File: src/hdl/dppm_defines.vh
/*
 Register offsets, reset values and field positions for the DSP port
 pin-function multiplexer. Definitions only; included by the top module and the testbench top.
*/
`ifndef DPPM_DEFINES_VH
`define DPPM_DEFINES_VH

`define DPPM_AW          8
`define DPPM_DW          8

`define DPPM_PB_OUT      8'h00
`define DPPM_PB_DIR      8'h01
`define DPPM_PB_MCELL    8'h02
`define DPPM_PB_MSRC     8'h03
`define DPPM_PB_SLEW     8'h04
`define DPPM_PB_OD       8'h05
`define DPPM_PB_IN       8'h06
`define DPPM_PC_OUT      8'h08
`define DPPM_PC_DIR      8'h09
`define DPPM_PC_MCELL    8'h0a
`define DPPM_PC_OD       8'h0b
`define DPPM_PC_IN       8'h0c
`define DPPM_PROG_CTRL   8'h10
`define DPPM_PAGE        8'h11
`define DPPM_INT_STATUS  8'h12
`define DPPM_INT_MASK    8'h13
`define DPPM_STATUS      8'h14

`define DPPM_RST_VAL     8'h00
`define DPPM_SLEW_MASK   8'h0f
`define DPPM_PB_OD_MASK  8'hf8

`define DPPM_CTL_JTAG    0
`define DPPM_CTL_ENH     1
`define DPPM_CTL_RDYBSY  2
`define DPPM_CTL_MASK    8'h07

`define DPPM_INT_DONE    0
`define DPPM_INT_BYTERD  1
`define DPPM_INT_MASKALL 8'h03

`endif

File: src/hdl/dppm_pin_cell.v
/*
 One multifunction pin: alternate function, macrocell output, direct
 I/O or plain input, with an open-drain option. Output enable is low
 while the pin is driven. Assumes all inputs are on i_clk.
*/
`timescale 1ns/1ns
`default_nettype none
module dppm_pin_cell (
  input  wire i_clk,
  input  wire i_rst,
  input  wire i_clr,
  input  wire i_alt_en,
  input  wire i_alt_val,
  input  wire i_alt_drive,
  input  wire i_mcell_en,
  input  wire i_mcell_val,
  input  wire i_dir,
  input  wire i_io_val,
  input  wire i_od,
  input  wire i_od_in_mcell,
  output reg  o_pin,
  output reg  o_pin_oe_n
);
  reg next_val;
  reg next_drive;
  reg use_od;

  always @* begin
    next_val   = 1'b0;
    next_drive = 1'b0;
    use_od     = 1'b0;
    if (i_alt_en) begin
      next_val   = i_alt_val;
      next_drive = i_alt_drive;
    end else if (i_mcell_en) begin
      next_val   = i_mcell_val;
      next_drive = 1'b1;
      use_od     = i_od & i_od_in_mcell;
    end else if (i_dir) begin
      next_val   = i_io_val;
      next_drive = 1'b1;
      use_od     = i_od;
    end
    // Open drain only pulls low; a high releases the pin
    if (use_od) begin
      next_drive = next_drive & ~next_val;
      next_val   = 1'b0;
    end
  end

  always @(posedge i_clk or posedge i_rst) begin
    if (i_rst) begin
      o_pin      <= 1'b0;
      o_pin_oe_n <= 1'b1;
    end else if (i_clr) begin
      o_pin      <= 1'b0;
      o_pin_oe_n <= 1'b1;
    end else begin
      o_pin      <= next_val;
      o_pin_oe_n <= ~next_drive;
    end
  end
endmodule // dppm_pin_cell
`default_nettype wire

File: src/hdl/dppm_sync2.v
/*
 Two-flop synchroniser for a bus of independent levels.
 Assumes each bit is a slow level; no word coherence is offered.
*/
`timescale 1ns/1ns
`default_nettype none
module dppm_sync2 #(
  parameter W   = 1,
  parameter RST = 0
) (
  input  wire         i_clk,
  input  wire         i_rst,
  input  wire [W-1:0] i_d,
  output reg  [W-1:0] o_q
);
  reg [W-1:0] meta;

  always @(posedge i_clk or posedge i_rst) begin
    if (i_rst) begin
      meta <= {W{RST[0]}};
      o_q  <= {W{RST[0]}};
    end else begin
      meta <= i_d;
      o_q  <= meta;
    end
  end
endmodule // dppm_sync2
`default_nettype wire

File: src/hdl/dppm_top.v
/*
 Pin-function multiplexer for a DSP companion device: host data lanes,
 read and byte-memory-select strobes, system reset pin, Port B and Port C
 function selection, programming pins and flash ready/busy.
 Assumes a 10 MHz clock, pins arriving asynchronously, flash and logic
 array signals on the same clock, and a simple strobe register port.
*/
// Decided for this implementation: the register offsets and the address-and-strobe port.
// Functional notes
// - Memory read runs only while the read strobe pin is low.
// - Byte-memory-select low qualifies accesses in byte DMA space.
// - System reset low returns ports, page and configuration registers to reset.
// - Host data pin 0..7 carries DSP data bits 8..15.
// - Each Port B pin: direct I/O, macrocell output or logic input.
// - Port B pins 0..3 select CMOS or high slew drive per pin.
// - Port B pins 3..7 select CMOS or open-drain output per pin.
// - Each Port C pin: direct I/O, macrocell output or logic input.
// - Programming enabled: Port C 0,1,5,6 are TMS, TCK, TDI, TDO.
// - Port C 3,4 optionally carry enhanced program status and error.
// - Port C 3 optionally shows flash ready/busy during programming.
// - Port C 2 logic input can carry DSP address bit 16.
// - Port C 7 logic input can carry DSP address bit 17.
// - Port C in general I/O selects CMOS or open drain per pin.
`timescale 1ns/1ns
`default_nettype none
`include "dppm_defines.vh"
module dppm_top (
  input  wire       I_CLK,
  input  wire       I_RST,
  input  wire       I_SYS_RESET_N,
  input  wire       I_READ_STROBE_IN_N,
  input  wire       I_BYTE_SPACE_SELECT_IN_N,
  input  wire [7:0] I_HOST_DATA_PINS,
  output wire [7:0] O_HOST_DATA_PINS,
  output wire       O_HOST_DATA_PINS_OE_N,
  input  wire [7:0] I_PORT_B_PINS,
  output wire [7:0] O_PORT_B_PINS,
  output wire [7:0] O_PORT_B_PINS_OE_N,
  output wire [3:0] O_PORT_B_FAST_SLEW,
  input  wire [7:0] I_PORT_C_PINS,
  output wire [7:0] O_PORT_C_PINS,
  output wire [7:0] O_PORT_C_PINS_OE_N,
  input  wire [7:0] I_OUTPUT_MACROCELL_GROUP_AB,
  input  wire [7:0] I_OUTPUT_MACROCELL_GROUP_BC,
  output wire [7:0] O_PORT_B_LOGIC_IN,
  output wire [7:0] O_PORT_C_LOGIC_IN,
  output wire       O_ADDR_BIT16,
  output wire       O_ADDR_BIT17,
  input  wire [7:0] I_MEM_RDATA,
  output reg        O_MEM_READ,
  output wire       O_BYTE_SPACE_ACCESS,
  output wire [7:0] O_HOST_WRITE_DATA,
  output reg  [7:0] O_PAGE,
  input  wire       I_FLASH_BUSY,
  input  wire       I_JTAG_TDO,
  input  wire       I_ENHANCED_PROGRAM_STATUS,
  input  wire       I_ENHANCED_PROGRAM_ERROR,
  output wire       O_JTAG_TMS,
  output wire       O_JTAG_TCK,
  output wire       O_JTAG_TDI,
  output wire       O_JTAG_ACTIVE,
  input  wire [7:0] I_ADDR,
  input  wire [7:0] I_WDATA,
  input  wire       I_WR,
  input  wire       I_RD,
  output reg  [7:0] O_RDATA,
  output wire       O_IRQ
);
  wire [7:0] pb_in;
  wire [7:0] pc_in;
  wire [7:0] hd_in;
  wire [2:0] ctl_in;
  wire       rd_n;
  wire       bms_n;
  wire       sys_rst_n;
  wire       sys_clr;

  reg  [7:0] pb_out;
  reg  [7:0] pb_dir;
  reg  [7:0] pb_mcell;
  reg  [7:0] pb_msrc;
  reg  [3:0] pb_slew;
  reg  [7:0] pb_od;
  reg  [7:0] pc_out;
  reg  [7:0] pc_dir;
  reg  [7:0] pc_mcell;
  reg  [7:0] pc_od;
  reg  [2:0] prog_ctrl;
  reg  [1:0] int_status;
  reg  [1:0] int_mask;
  reg  [7:0] mem_data;
  reg        busy_d;
  reg        mem_read_d;

  wire       jtag_en;
  wire       enh_en;
  wire       rdybsy_en;
  wire       done_evt;
  wire       byte_rd_evt;
  wire [7:0] pb_mcell_val;
  wire [7:0] pc_alt_en;
  wire [7:0] pc_alt_val;
  wire [7:0] pc_alt_drive;
  wire       wr_int_status;
  reg  [7:0] next_rdata;

  // Every pin level is foreign to I_CLK
  dppm_sync2 #(.W(8), .RST(0)) u_sync_pb (
    .i_clk (I_CLK),
    .i_rst (I_RST),
    .i_d   (I_PORT_B_PINS),
    .o_q   (pb_in)
  );

  dppm_sync2 #(.W(8), .RST(0)) u_sync_pc (
    .i_clk (I_CLK),
    .i_rst (I_RST),
    .i_d   (I_PORT_C_PINS),
    .o_q   (pc_in)
  );

  dppm_sync2 #(.W(8), .RST(0)) u_sync_hd (
    .i_clk (I_CLK),
    .i_rst (I_RST),
    .i_d   (I_HOST_DATA_PINS),
    .o_q   (hd_in)
  );

  // Strobes idle high; reset pin sync also starts high, so it reads released
  dppm_sync2 #(.W(3), .RST(3)) u_sync_ctl (
    .i_clk (I_CLK),
    .i_rst (I_RST),
    .i_d   ({I_SYS_RESET_N, I_BYTE_SPACE_SELECT_IN_N, I_READ_STROBE_IN_N}),
    .o_q   (ctl_in)
  );

  assign rd_n      = ctl_in[0];
  assign bms_n     = ctl_in[1];
  // Sync reset starts at 1 but I_RST already covers power-up; keeps it low
  assign sys_rst_n = ctl_in[2];
  assign sys_clr   = ~sys_rst_n;

  assign jtag_en   = prog_ctrl[`DPPM_CTL_JTAG];
  assign enh_en    = prog_ctrl[`DPPM_CTL_ENH] & jtag_en;
  assign rdybsy_en = prog_ctrl[`DPPM_CTL_RDYBSY];

  assign wr_int_status = I_WR & (I_ADDR == `DPPM_INT_STATUS);

  // Configuration registers; all clear on the system reset pin too
  always @(posedge I_CLK or posedge I_RST) begin
    if (I_RST) begin
      pb_out    <= `DPPM_RST_VAL;
      pb_dir    <= `DPPM_RST_VAL;
      pb_mcell  <= `DPPM_RST_VAL;
      pb_msrc   <= `DPPM_RST_VAL;
      pb_slew   <= 4'h0;
      pb_od     <= `DPPM_RST_VAL;
      pc_out    <= `DPPM_RST_VAL;
      pc_dir    <= `DPPM_RST_VAL;
      pc_mcell  <= `DPPM_RST_VAL;
      pc_od     <= `DPPM_RST_VAL;
      prog_ctrl <= 3'h0;
      O_PAGE    <= `DPPM_RST_VAL;
      int_mask  <= 2'h0;
    end else if (sys_clr) begin
      pb_out    <= `DPPM_RST_VAL;
      pb_dir    <= `DPPM_RST_VAL;
      pb_mcell  <= `DPPM_RST_VAL;
      pb_msrc   <= `DPPM_RST_VAL;
      pb_slew   <= 4'h0;
      pb_od     <= `DPPM_RST_VAL;
      pc_out    <= `DPPM_RST_VAL;
      pc_dir    <= `DPPM_RST_VAL;
      pc_mcell  <= `DPPM_RST_VAL;
      pc_od     <= `DPPM_RST_VAL;
      prog_ctrl <= 3'h0;
      O_PAGE    <= `DPPM_RST_VAL;
      int_mask  <= 2'h0;
    end else if (I_WR) begin
      case (I_ADDR)
        `DPPM_PB_OUT:    pb_out    <= I_WDATA;
        `DPPM_PB_DIR:    pb_dir    <= I_WDATA;
        `DPPM_PB_MCELL:  pb_mcell  <= I_WDATA;
        `DPPM_PB_MSRC:   pb_msrc   <= I_WDATA;
        `DPPM_PB_SLEW:   pb_slew   <= I_WDATA[3:0];
        `DPPM_PB_OD:     pb_od     <= I_WDATA & `DPPM_PB_OD_MASK;
        `DPPM_PC_OUT:    pc_out    <= I_WDATA;
        `DPPM_PC_DIR:    pc_dir    <= I_WDATA;
        `DPPM_PC_MCELL:  pc_mcell  <= I_WDATA;
        `DPPM_PC_OD:     pc_od     <= I_WDATA;
        `DPPM_PROG_CTRL: prog_ctrl <= I_WDATA[2:0];
        `DPPM_PAGE:      O_PAGE    <= I_WDATA;
        `DPPM_INT_MASK:  int_mask  <= I_WDATA[1:0];
        default: begin
        end
      endcase
    end
  end

  assign O_PORT_B_FAST_SLEW = pb_slew;

  // Macrocell source per Port B pin: 0 takes group AB, 1 takes group BC
  assign pb_mcell_val = (I_OUTPUT_MACROCELL_GROUP_AB & ~pb_msrc) |
                        (I_OUTPUT_MACROCELL_GROUP_BC & pb_msrc);

  genvar g;
  generate
    for (g = 0; g < 8; g = g + 1) begin : g_pb
      dppm_pin_cell u_cell (
        .i_clk         (I_CLK),
        .i_rst         (I_RST),
        .i_clr         (sys_clr),
        .i_alt_en      (1'b0),
        .i_alt_val     (1'b0),
        .i_alt_drive   (1'b0),
        .i_mcell_en    (pb_mcell[g]),
        .i_mcell_val   (pb_mcell_val[g]),
        .i_dir         (pb_dir[g]),
        .i_io_val      (pb_out[g]),
        .i_od          (pb_od[g]),
        .i_od_in_mcell (1'b1),
        .o_pin         (O_PORT_B_PINS[g]),
        .o_pin_oe_n    (O_PORT_B_PINS_OE_N[g])
      );
    end
  endgenerate

  // Port C alternate functions; enhanced status outranks ready/busy on pin 3
  assign pc_alt_en[0]    = jtag_en;
  assign pc_alt_val[0]   = 1'b0;
  assign pc_alt_drive[0] = 1'b0;
  assign pc_alt_en[1]    = jtag_en;
  assign pc_alt_val[1]   = 1'b0;
  assign pc_alt_drive[1] = 1'b0;
  assign pc_alt_en[2]    = 1'b0;
  assign pc_alt_val[2]   = 1'b0;
  assign pc_alt_drive[2] = 1'b0;
  assign pc_alt_en[3]    = enh_en | rdybsy_en;
  assign pc_alt_val[3]   = enh_en ? I_ENHANCED_PROGRAM_STATUS : ~I_FLASH_BUSY;
  assign pc_alt_drive[3] = 1'b1;
  assign pc_alt_en[4]    = enh_en;
  assign pc_alt_val[4]   = I_ENHANCED_PROGRAM_ERROR;
  assign pc_alt_drive[4] = 1'b1;
  assign pc_alt_en[5]    = jtag_en;
  assign pc_alt_val[5]   = 1'b0;
  assign pc_alt_drive[5] = 1'b0;
  assign pc_alt_en[6]    = jtag_en;
  assign pc_alt_val[6]   = I_JTAG_TDO;
  assign pc_alt_drive[6] = 1'b1;
  assign pc_alt_en[7]    = 1'b0;
  assign pc_alt_val[7]   = 1'b0;
  assign pc_alt_drive[7] = 1'b0;

  generate
    for (g = 0; g < 8; g = g + 1) begin : g_pc
      dppm_pin_cell u_cell (
        .i_clk         (I_CLK),
        .i_rst         (I_RST),
        .i_clr         (sys_clr),
        .i_alt_en      (pc_alt_en[g]),
        .i_alt_val     (pc_alt_val[g]),
        .i_alt_drive   (pc_alt_drive[g]),
        .i_mcell_en    (pc_mcell[g]),
        .i_mcell_val   (I_OUTPUT_MACROCELL_GROUP_BC[g]),
        .i_dir         (pc_dir[g]),
        .i_io_val      (pc_out[g]),
        .i_od          (pc_od[g]),
        .i_od_in_mcell (1'b0),
        .o_pin         (O_PORT_C_PINS[g]),
        .o_pin_oe_n    (O_PORT_C_PINS_OE_N[g])
      );
    end
  endgenerate

  // Scan inputs use the synchronised copies: TCK is far below I_CLK/4 only
  // if the programmer runs slowly, a limit the user must respect
  assign O_JTAG_TMS    = jtag_en & pc_in[0];
  assign O_JTAG_TCK    = jtag_en & pc_in[1];
  assign O_JTAG_TDI    = jtag_en & pc_in[5];
  assign O_JTAG_ACTIVE = jtag_en;

  assign O_PORT_B_LOGIC_IN = pb_in;
  assign O_PORT_C_LOGIC_IN = pc_in;
  assign O_ADDR_BIT16      = pc_in[2];
  assign O_ADDR_BIT17      = pc_in[7];

  // Host lanes: index 0 is DSP data bit 8, index 7 is bit 15
  assign O_HOST_WRITE_DATA   = hd_in;
  assign O_BYTE_SPACE_ACCESS = ~bms_n;

  // Read is held off while a system reset is asserted
  always @(posedge I_CLK or posedge I_RST) begin
    if (I_RST) begin
      O_MEM_READ <= 1'b0;
      mem_data   <= 8'h00;
      mem_read_d <= 1'b0;
      busy_d     <= 1'b0;
    end else begin
      O_MEM_READ <= ~rd_n & ~bms_n & sys_rst_n;
      mem_read_d <= O_MEM_READ;
      busy_d     <= I_FLASH_BUSY;
      if (O_MEM_READ) begin
        mem_data <= I_MEM_RDATA;
      end
    end
  end

  // Lanes are driven only while the strobe is seen low
  assign O_HOST_DATA_PINS      = mem_data;
  assign O_HOST_DATA_PINS_OE_N = ~(O_MEM_READ & ~rd_n);

  // Busy falling marks a finished program or erase
  assign done_evt    = busy_d & ~I_FLASH_BUSY;
  assign byte_rd_evt = O_MEM_READ & ~mem_read_d;

  // Sticky status; a new event beats a same-cycle clear
  always @(posedge I_CLK or posedge I_RST) begin
    if (I_RST) begin
      int_status <= 2'h0;
    end else if (sys_clr) begin
      int_status <= 2'h0;
    end else begin
      int_status <= (int_status & ~({2{wr_int_status}} & I_WDATA[1:0])) |
                    {byte_rd_evt, done_evt};
    end
  end

  assign O_IRQ = |(int_status & int_mask);

  always @* begin
    next_rdata = 8'h00;
    if (I_RD) begin
      case (I_ADDR)
        `DPPM_PB_OUT:     next_rdata = pb_out;
        `DPPM_PB_DIR:     next_rdata = pb_dir;
        `DPPM_PB_MCELL:   next_rdata = pb_mcell;
        `DPPM_PB_MSRC:    next_rdata = pb_msrc;
        `DPPM_PB_SLEW:    next_rdata = {4'h0, pb_slew};
        `DPPM_PB_OD:      next_rdata = pb_od;
        `DPPM_PB_IN:      next_rdata = pb_in;
        `DPPM_PC_OUT:     next_rdata = pc_out;
        `DPPM_PC_DIR:     next_rdata = pc_dir;
        `DPPM_PC_MCELL:   next_rdata = pc_mcell;
        `DPPM_PC_OD:      next_rdata = pc_od;
        `DPPM_PC_IN:      next_rdata = pc_in;
        `DPPM_PROG_CTRL:  next_rdata = {5'h00, prog_ctrl};
        `DPPM_PAGE:       next_rdata = O_PAGE;
        `DPPM_INT_STATUS: next_rdata = {6'h00, int_status};
        `DPPM_INT_MASK:   next_rdata = {6'h00, int_mask};
        `DPPM_STATUS:     next_rdata = {6'h00, jtag_en, I_FLASH_BUSY};
        default:          next_rdata = 8'h00;
      endcase
    end
  end

  // Read data stands only in the cycle after the strobe
  always @(posedge I_CLK or posedge I_RST) begin
    if (I_RST) begin
      O_RDATA <= 8'h00;
    end else begin
      O_RDATA <= next_rdata;
    end
  end
endmodule // dppm_top
`default_nettype wire

File: config.mk
export PLATFORM = sky130hd
export DESIGN_NAME = dppm_top
export DESIGN_NICKNAME = d
export VERILOG_FILES = /design/src/hdl/dppm_pin_cell.v /design/src/hdl/dppm_sync2.v /design/src/hdl/dppm_top.v
export VERILOG_INCLUDE_DIRS = /design/src /design/src/hdl
export SDC_FILE = /design/constraint.sdc
export NUM_CORES = 1
export LEC_CHECK = 0
export BUFFER_PORTS_ARGS = -buffer_cell sky130_fd_sc_hd__buf_2
export CAP_MARGIN = 10
export CELL_PAD_IN_SITES_DETAIL_PLACEMENT = 1
export CELL_PAD_IN_SITES_GLOBAL_PLACEMENT = 1
export CORE_UTILIZATION = 49
export CTS_BUF_LIST = sky130_fd_sc_hd__clkbuf_8
export DETAILED_ROUTE_END_ITERATION = 16
export MAX_ROUTING_LAYER = met4
export PLACE_DENSITY = 0.9
export SETUP_SLACK_MARGIN = 0.15
export SYNTH_ARGS = -nofsm -noshare
export SYNTH_HDL_FRONTEND = slang
export SYNTH_SLANG_ARGS = --single-unit
File: constraint.sdc
create_clock -name I_CLK -period 18 [get_ports I_CLK]
set_input_delay 1.8 -clock I_CLK [delete_from_list [all_inputs] [get_ports I_CLK]]
set_output_delay 1.8 -clock I_CLK [all_outputs]
set_load 0.05 [all_outputs]
After elaboration in Yosys (flattened, before gate mapping)
Cells that the tools add are included.
- equality and inequality tests: 30
- multiplexer cells: 221
- bitwise logic cells: 73
- reduce and logical (&&, ||, !) cells: 15
- operators by type and width (kind ; number):
    $mux W8 ; 31
    $mux W1 ; 179
    $pmux W8 S17 ; 1
    $eq A8 B4 Y1 const B ; 5
    $eq A8 B5 Y1 const B ; 5
    $not A1 Y1 ; 37
    $ne A2 B2 Y1 const B ; 14
    $and A1 B1 Y1 ; 26
    $reduce_and A2 Y1 ; 13
    $eq A8 B3 Y1 const B ; 3
    $and A8 B8 Y8 ; 2
    $eq A8 B2 Y1 const B ; 2
    $mux W4 ; 3
    $mux W3 ; 3
    $eq A8 B1 Y1 const B ; 1
    $logic_not A8 Y1 ; 1
    $mux W2 ; 4
    $not A8 Y8 ; 1
    $or A8 B8 Y8 ; 1
    $and A2 B2 Y2 ; 3
    $not A2 Y2 ; 1
    $or A2 B2 Y2 ; 1
    $reduce_or A2 Y1 ; 1
    $or A1 B1 Y1 ; 1
- register bits: 196
- input bits: 75
- output and inout bits: 94
- word-level logic and storage cells: 398

Logic depth before layout (Yosys ltp)
- depth after elaboration: 9
- depth in mapped cells: 8
- mapped depth without buffers: 5

Cells and area by module
From an unflattened synthesis, not the netlist that was laid out.
- cells, all modules: 797
- area total of the unflattened synthesis: 9012.4 um^2
- by module, submodules not included (module ; instances ; cells each ; area each (um^2)):
    dppm_top ; 1 ; 515 ; 5556.6
    dppm_pin_cell ; 16 ; 14 ; 130.1
    dppm_sync2 at u_sync_hd ... ; 3 ; 17 ; 404.1
    dppm_sync2 at u_sync_ctl ; 1 ; 7 ; 161.4

Worst setup path after synthesis
OpenSTA, ideal clock, no wires.
- path type: input to register
- start: in I_ADDR[3]
- end: reg O_PAGE[2]
- library setup time: 0.122 ns
- arrival: 3.155 ns
- data required time: 17.878 ns
- path slack: 14.723 ns
- stages on the path: 7
- cells stage by stage: clkbuf_1 > nor2_1 > and3_1 > buf_2 > nand3_2 > mux2i_1 > nor2b_1
- longest elaborated chain between the ends: 3
- ends and longest elaborated chain (item ; line ; source):
    start: declaration ; dppm_top.v:62 ; input wire [7:0] I_ADDR,
    $eq A8 B5 Y1 ; dppm_top.v:180 ; case (I_ADDR)
    $ne A2 B2 Y1 (no line) ; -- ;
    $reduce_and A2 Y1 (no line) ; -- ;
    end signal: assignment ; dppm_top.v:163 ; O_PAGE <= `DPPM_RST_VAL;
    end signal: assignment ; dppm_top.v:177 ; O_PAGE <= `DPPM_RST_VAL;
    end: declaration ; dppm_top.v:53 ; output reg [7:0] O_PAGE,
Every way passes these cells.
A chain may end at the register's enable or synchronous reset.

Worst setup path after layout
- start: in I_ADDR[0]
- end: reg pc_dir[1]
- longest elaborated chain between the ends: 3
- ends and longest elaborated chain (item ; line ; source):
    $eq A8 B4 Y1 ; dppm_top.v:180 ;
    $ne A2 B2 Y1 (no line) ; -- ;
    $reduce_and A2 Y1 (no line) ; -- ;
    end signal: assignment ; dppm_top.v:159 ; pc_dir <= `DPPM_RST_VAL;
    end signal: assignment ; dppm_top.v:173 ; pc_dir <= `DPPM_RST_VAL;
    end: declaration ; dppm_top.v:85 ; reg [7:0] pc_dir;
Every way passes these cells.

==> metrics <==
post-DR wirelength/cell=23.0 µm; Reg2Reg Setup Slack=15.69 ns; htree depth=4; post-CTS setup buffers=0; max-cap viol count=0; synth warn=0; grt total ovfl=0; RSZ-0062 raised after global routing=no; Layout Nets=919; TritonCTS clock tree=built; P_sw=0.248 mW; fin util=56.9%; post-synth net total=806; clk slew on worst S/H paths=0.10 ns; DRC errors left=0; Hold Crit Start=u_sync_pc.meta[7]; Die Ht=135 µm; Syn Inst Count=731; Tot GR Track Use=29.8%; Worst-Skew Late Latency=0.50 ns; PwrDens=84.9 nW/µm²; dpl hpwl=17.3 mm; Setup violations, final=0; internal power=0.587 mW; Filler Cell Count=1850; Critical Path RT=18.40 ns; post-synthesis sequential area ratio=56.0%; share of cells above drive strength 1=30.8%; CP max-delay cell=nor2b_1; CP Class=in -> reg; Synth Cell Area=8680 µm²; Logic pwr share=9.5%; Peak VDD IR=0.0626 mV; Tmin final=4.17 ns; crit path capture type=flop; CP arrival=4.56 ns; crit path cell chain=buf_2 -> nor2b_1 -> nand2_1 -> nor2_1 -> nand2_1 -> a21boi_0; Die W=135 µm; worst stage delay on the critical path=0.82 ns; post-synthesis area per instance=11.9 µm²; Routed WL=24.9 mm; Num CTS Buffers=17; post_cts resized=0; Post-synth ARST share=100%; Leakage Power=4.62 nW; largest net degree at the start of global routing=115; via count=6432; Rows=48; DIE AREA=18200 µm²; clk sinks=193; FMAX=0.240 GHz; First DRT Iteration DRCs=643; Slew Limit Fails=0; Initial Util=50.2%; worst hold path endpoint=u_sync_pc.o_q[7]; HP Class=reg -> reg; Max Root-Sink Buffers=2; CTS Root Cell=clkbuf_8; core area=17300 µm²; router iterations before antenna repair=5; clock share of power=36.4%; Post-synth EDFFs=0; Post-synth top flop=dfrtp_1; Worst R2R End=g_pb[1].u_cell.o_pin; Fin. Hold Viols=0; part of the power in registers=54.1%; post-synthesis register bit count=193; initial antenna violation count=0; status=completed; Final Cycle Share=23.1%; switching share of power=29.7%; n_diodes=0; most frequent CP cell=nand2_1; relative slew slack=36.1%; Min-Delay Path Depth=0; sum of negative setup slack=0 ns; worst reg2reg path depth=3; Critical Path Source Type=input pin; antenna-violating nets left=0; Reg2Reg Launch Point=u_sync_ctl.o_q[2]; vias in the first global route=6755; Layout area overhead=13.4%; io pins=169; Tightest Pin Transition=0.958 ns; CTS hold repair buffers=0; first-pass GRT wire length=38.8 mm; Final GP Congestion=0.909; clk_skew=0.0163 ns; critical-path maximum fanout=32; via density per instance=5.94; post-synth cell types=55; Port Buffer Count=168
metal layers:
metal  part of all wire, %  wire length (µm)  track usage (%)
met5                     0                 0                -
met4                   2.3               579             10.4
met3                   7.8              1940             6.04
met2                    49             12200             47.0
met1                    41             10100             38.4
critical path: cells and delay by family:
| kind | cells | cell delay [ns] |
|---|---|---|
| AND/OR/NAND/NOR | 4 | 1.95 |
| buffers and inverters | 1 | 0.59 |
| AO/OA/AOI/OAI | 1 | 0.21 |
cells by family (layout without fill, tap and decap cells):
family | Yosys count | count (layout) | share of synthesized area, %
flops | 193 | 193 | 56.0
buf+inv | 80 | 206 | 5.09
compound gates | 131 | 131 | 10.4
simple gates | 212 | 212 | 14.2
mux | 115 | 115 | 14.4
how the worst max path moves through the flow:
stage	start	endpoint	slack, ns	cells past startpoint
finish	I_ADDR[0]	pc_dir[1]	13.83	6
global route	I_ADDR[0]	pc_dir[1]	13.63	6
CTS	I_ADDR[0]	pc_dir[1]	13.90	6
detailed placement	I_ADDR[0]	pc_dir[6]	13.43	6
global placement	I_ADDR[0]	pc_dir[7]	13.59	6
floorplan	I_RST	O_HOST_DATA_PINS[0]	10.98	1
layout by cell type (no fill, tap or decap), types with 3 or more instances in the layout:
cell,Yosys,routed
a22oi_1,9,9
nor2_1,21,21
a22o_1,6,6
nand3b_1,4,4
nand4_1,4,4
o21ai_0,37,37
a31oi_1,4,4
nand3_1,9,9
a21oi_1,10,10
nand3_2,3,3
buf_4,36,3
clkinv_8,0,6
nand2_1,49,49
mux4_2,6,6
mux2i_1,90,90
and3_1,10,10
mux2_2,19,19
buf_2,5,168
a211oi_1,5,5
inv_6,0,4
a41oi_1,3,3
a21boi_0,19,19
dfstp_2,22,22
and2_1,5,5
nor2b_1,87,87
a32oi_1,10,10
nor3b_1,3,3
nand2b_1,4,4
inv_8,0,4
dfrtp_1,171,171
o22ai_1,6,6
clkbuf_8,0,17
o211ai_1,6,6
per-stage QoR:
stage / worst slack [ns] / power [mW] / instance area [µm²] / instances / hold WS [ns]
after floorplan: 10.98 / 0.511 / 8680 / 731 / 0.331
after global placement: 13.59 / 0.537 / 9400 / 1050 / 0.331
after detailed placement: 13.43 / 0.539 / 9400 / 1050 / 0.336
after CTS: 13.90 / 0.842 / 9840 / 1082 / 0.358
after global routing: 13.63 / 0.863 / 9840 / 1082 / 0.368
final: 13.83 / 0.835 / 9840 / 1082 / 0.358
cells in the mapped netlist (5+ instances only):
master,n,share of area [%]
mux2i_1,90,10
nor2b_1,87,6.3
a211oi_1,5,0.43
o211ai_1,6,0.52
buf_4,36,3.1
nand3_1,9,0.52
dfstp_2,22,6.7
a21oi_1,10,0.58
clkbuf_1,34,1.5
a22oi_1,9,0.78
and2_1,5,0.36
a21boi_0,19,1.6
and3_1,10,0.72
nand2_1,49,2.1
buf_2,5,0.29
nor2_1,21,0.91
mux2_2,19,2.5
a22o_1,6,0.61
mux4_2,6,1.6
a32oi_1,10,1.0
o21ai_0,37,2.1
dfrtp_1,171,49
o22ai_1,6,0.43
power groups by stage:
stage	Clock, mW	Combinational, mW	Sequential, mW
final	0.304	0.0795	0.452
after global routing	0.326	0.0839	0.453
after CTS	0.311	0.0798	0.452
after detailed placement	0	0.0795	0.460
after global placement	0	0.0781	0.459
after floorplan	0	0.0315	0.479
layout make-up:
class,count,area [µm²],area share (%)
clock buffers,17,234,2.38
inverters,3,18.8,0.191
clock inverters,15,205,2.09
well taps,225,282,2.86
flip-flops and latches,193,4860,49.4
repair buffers,171,863,8.77
multi-input cells,458,3380,34.3
Power figures use the tool's default switching activity.
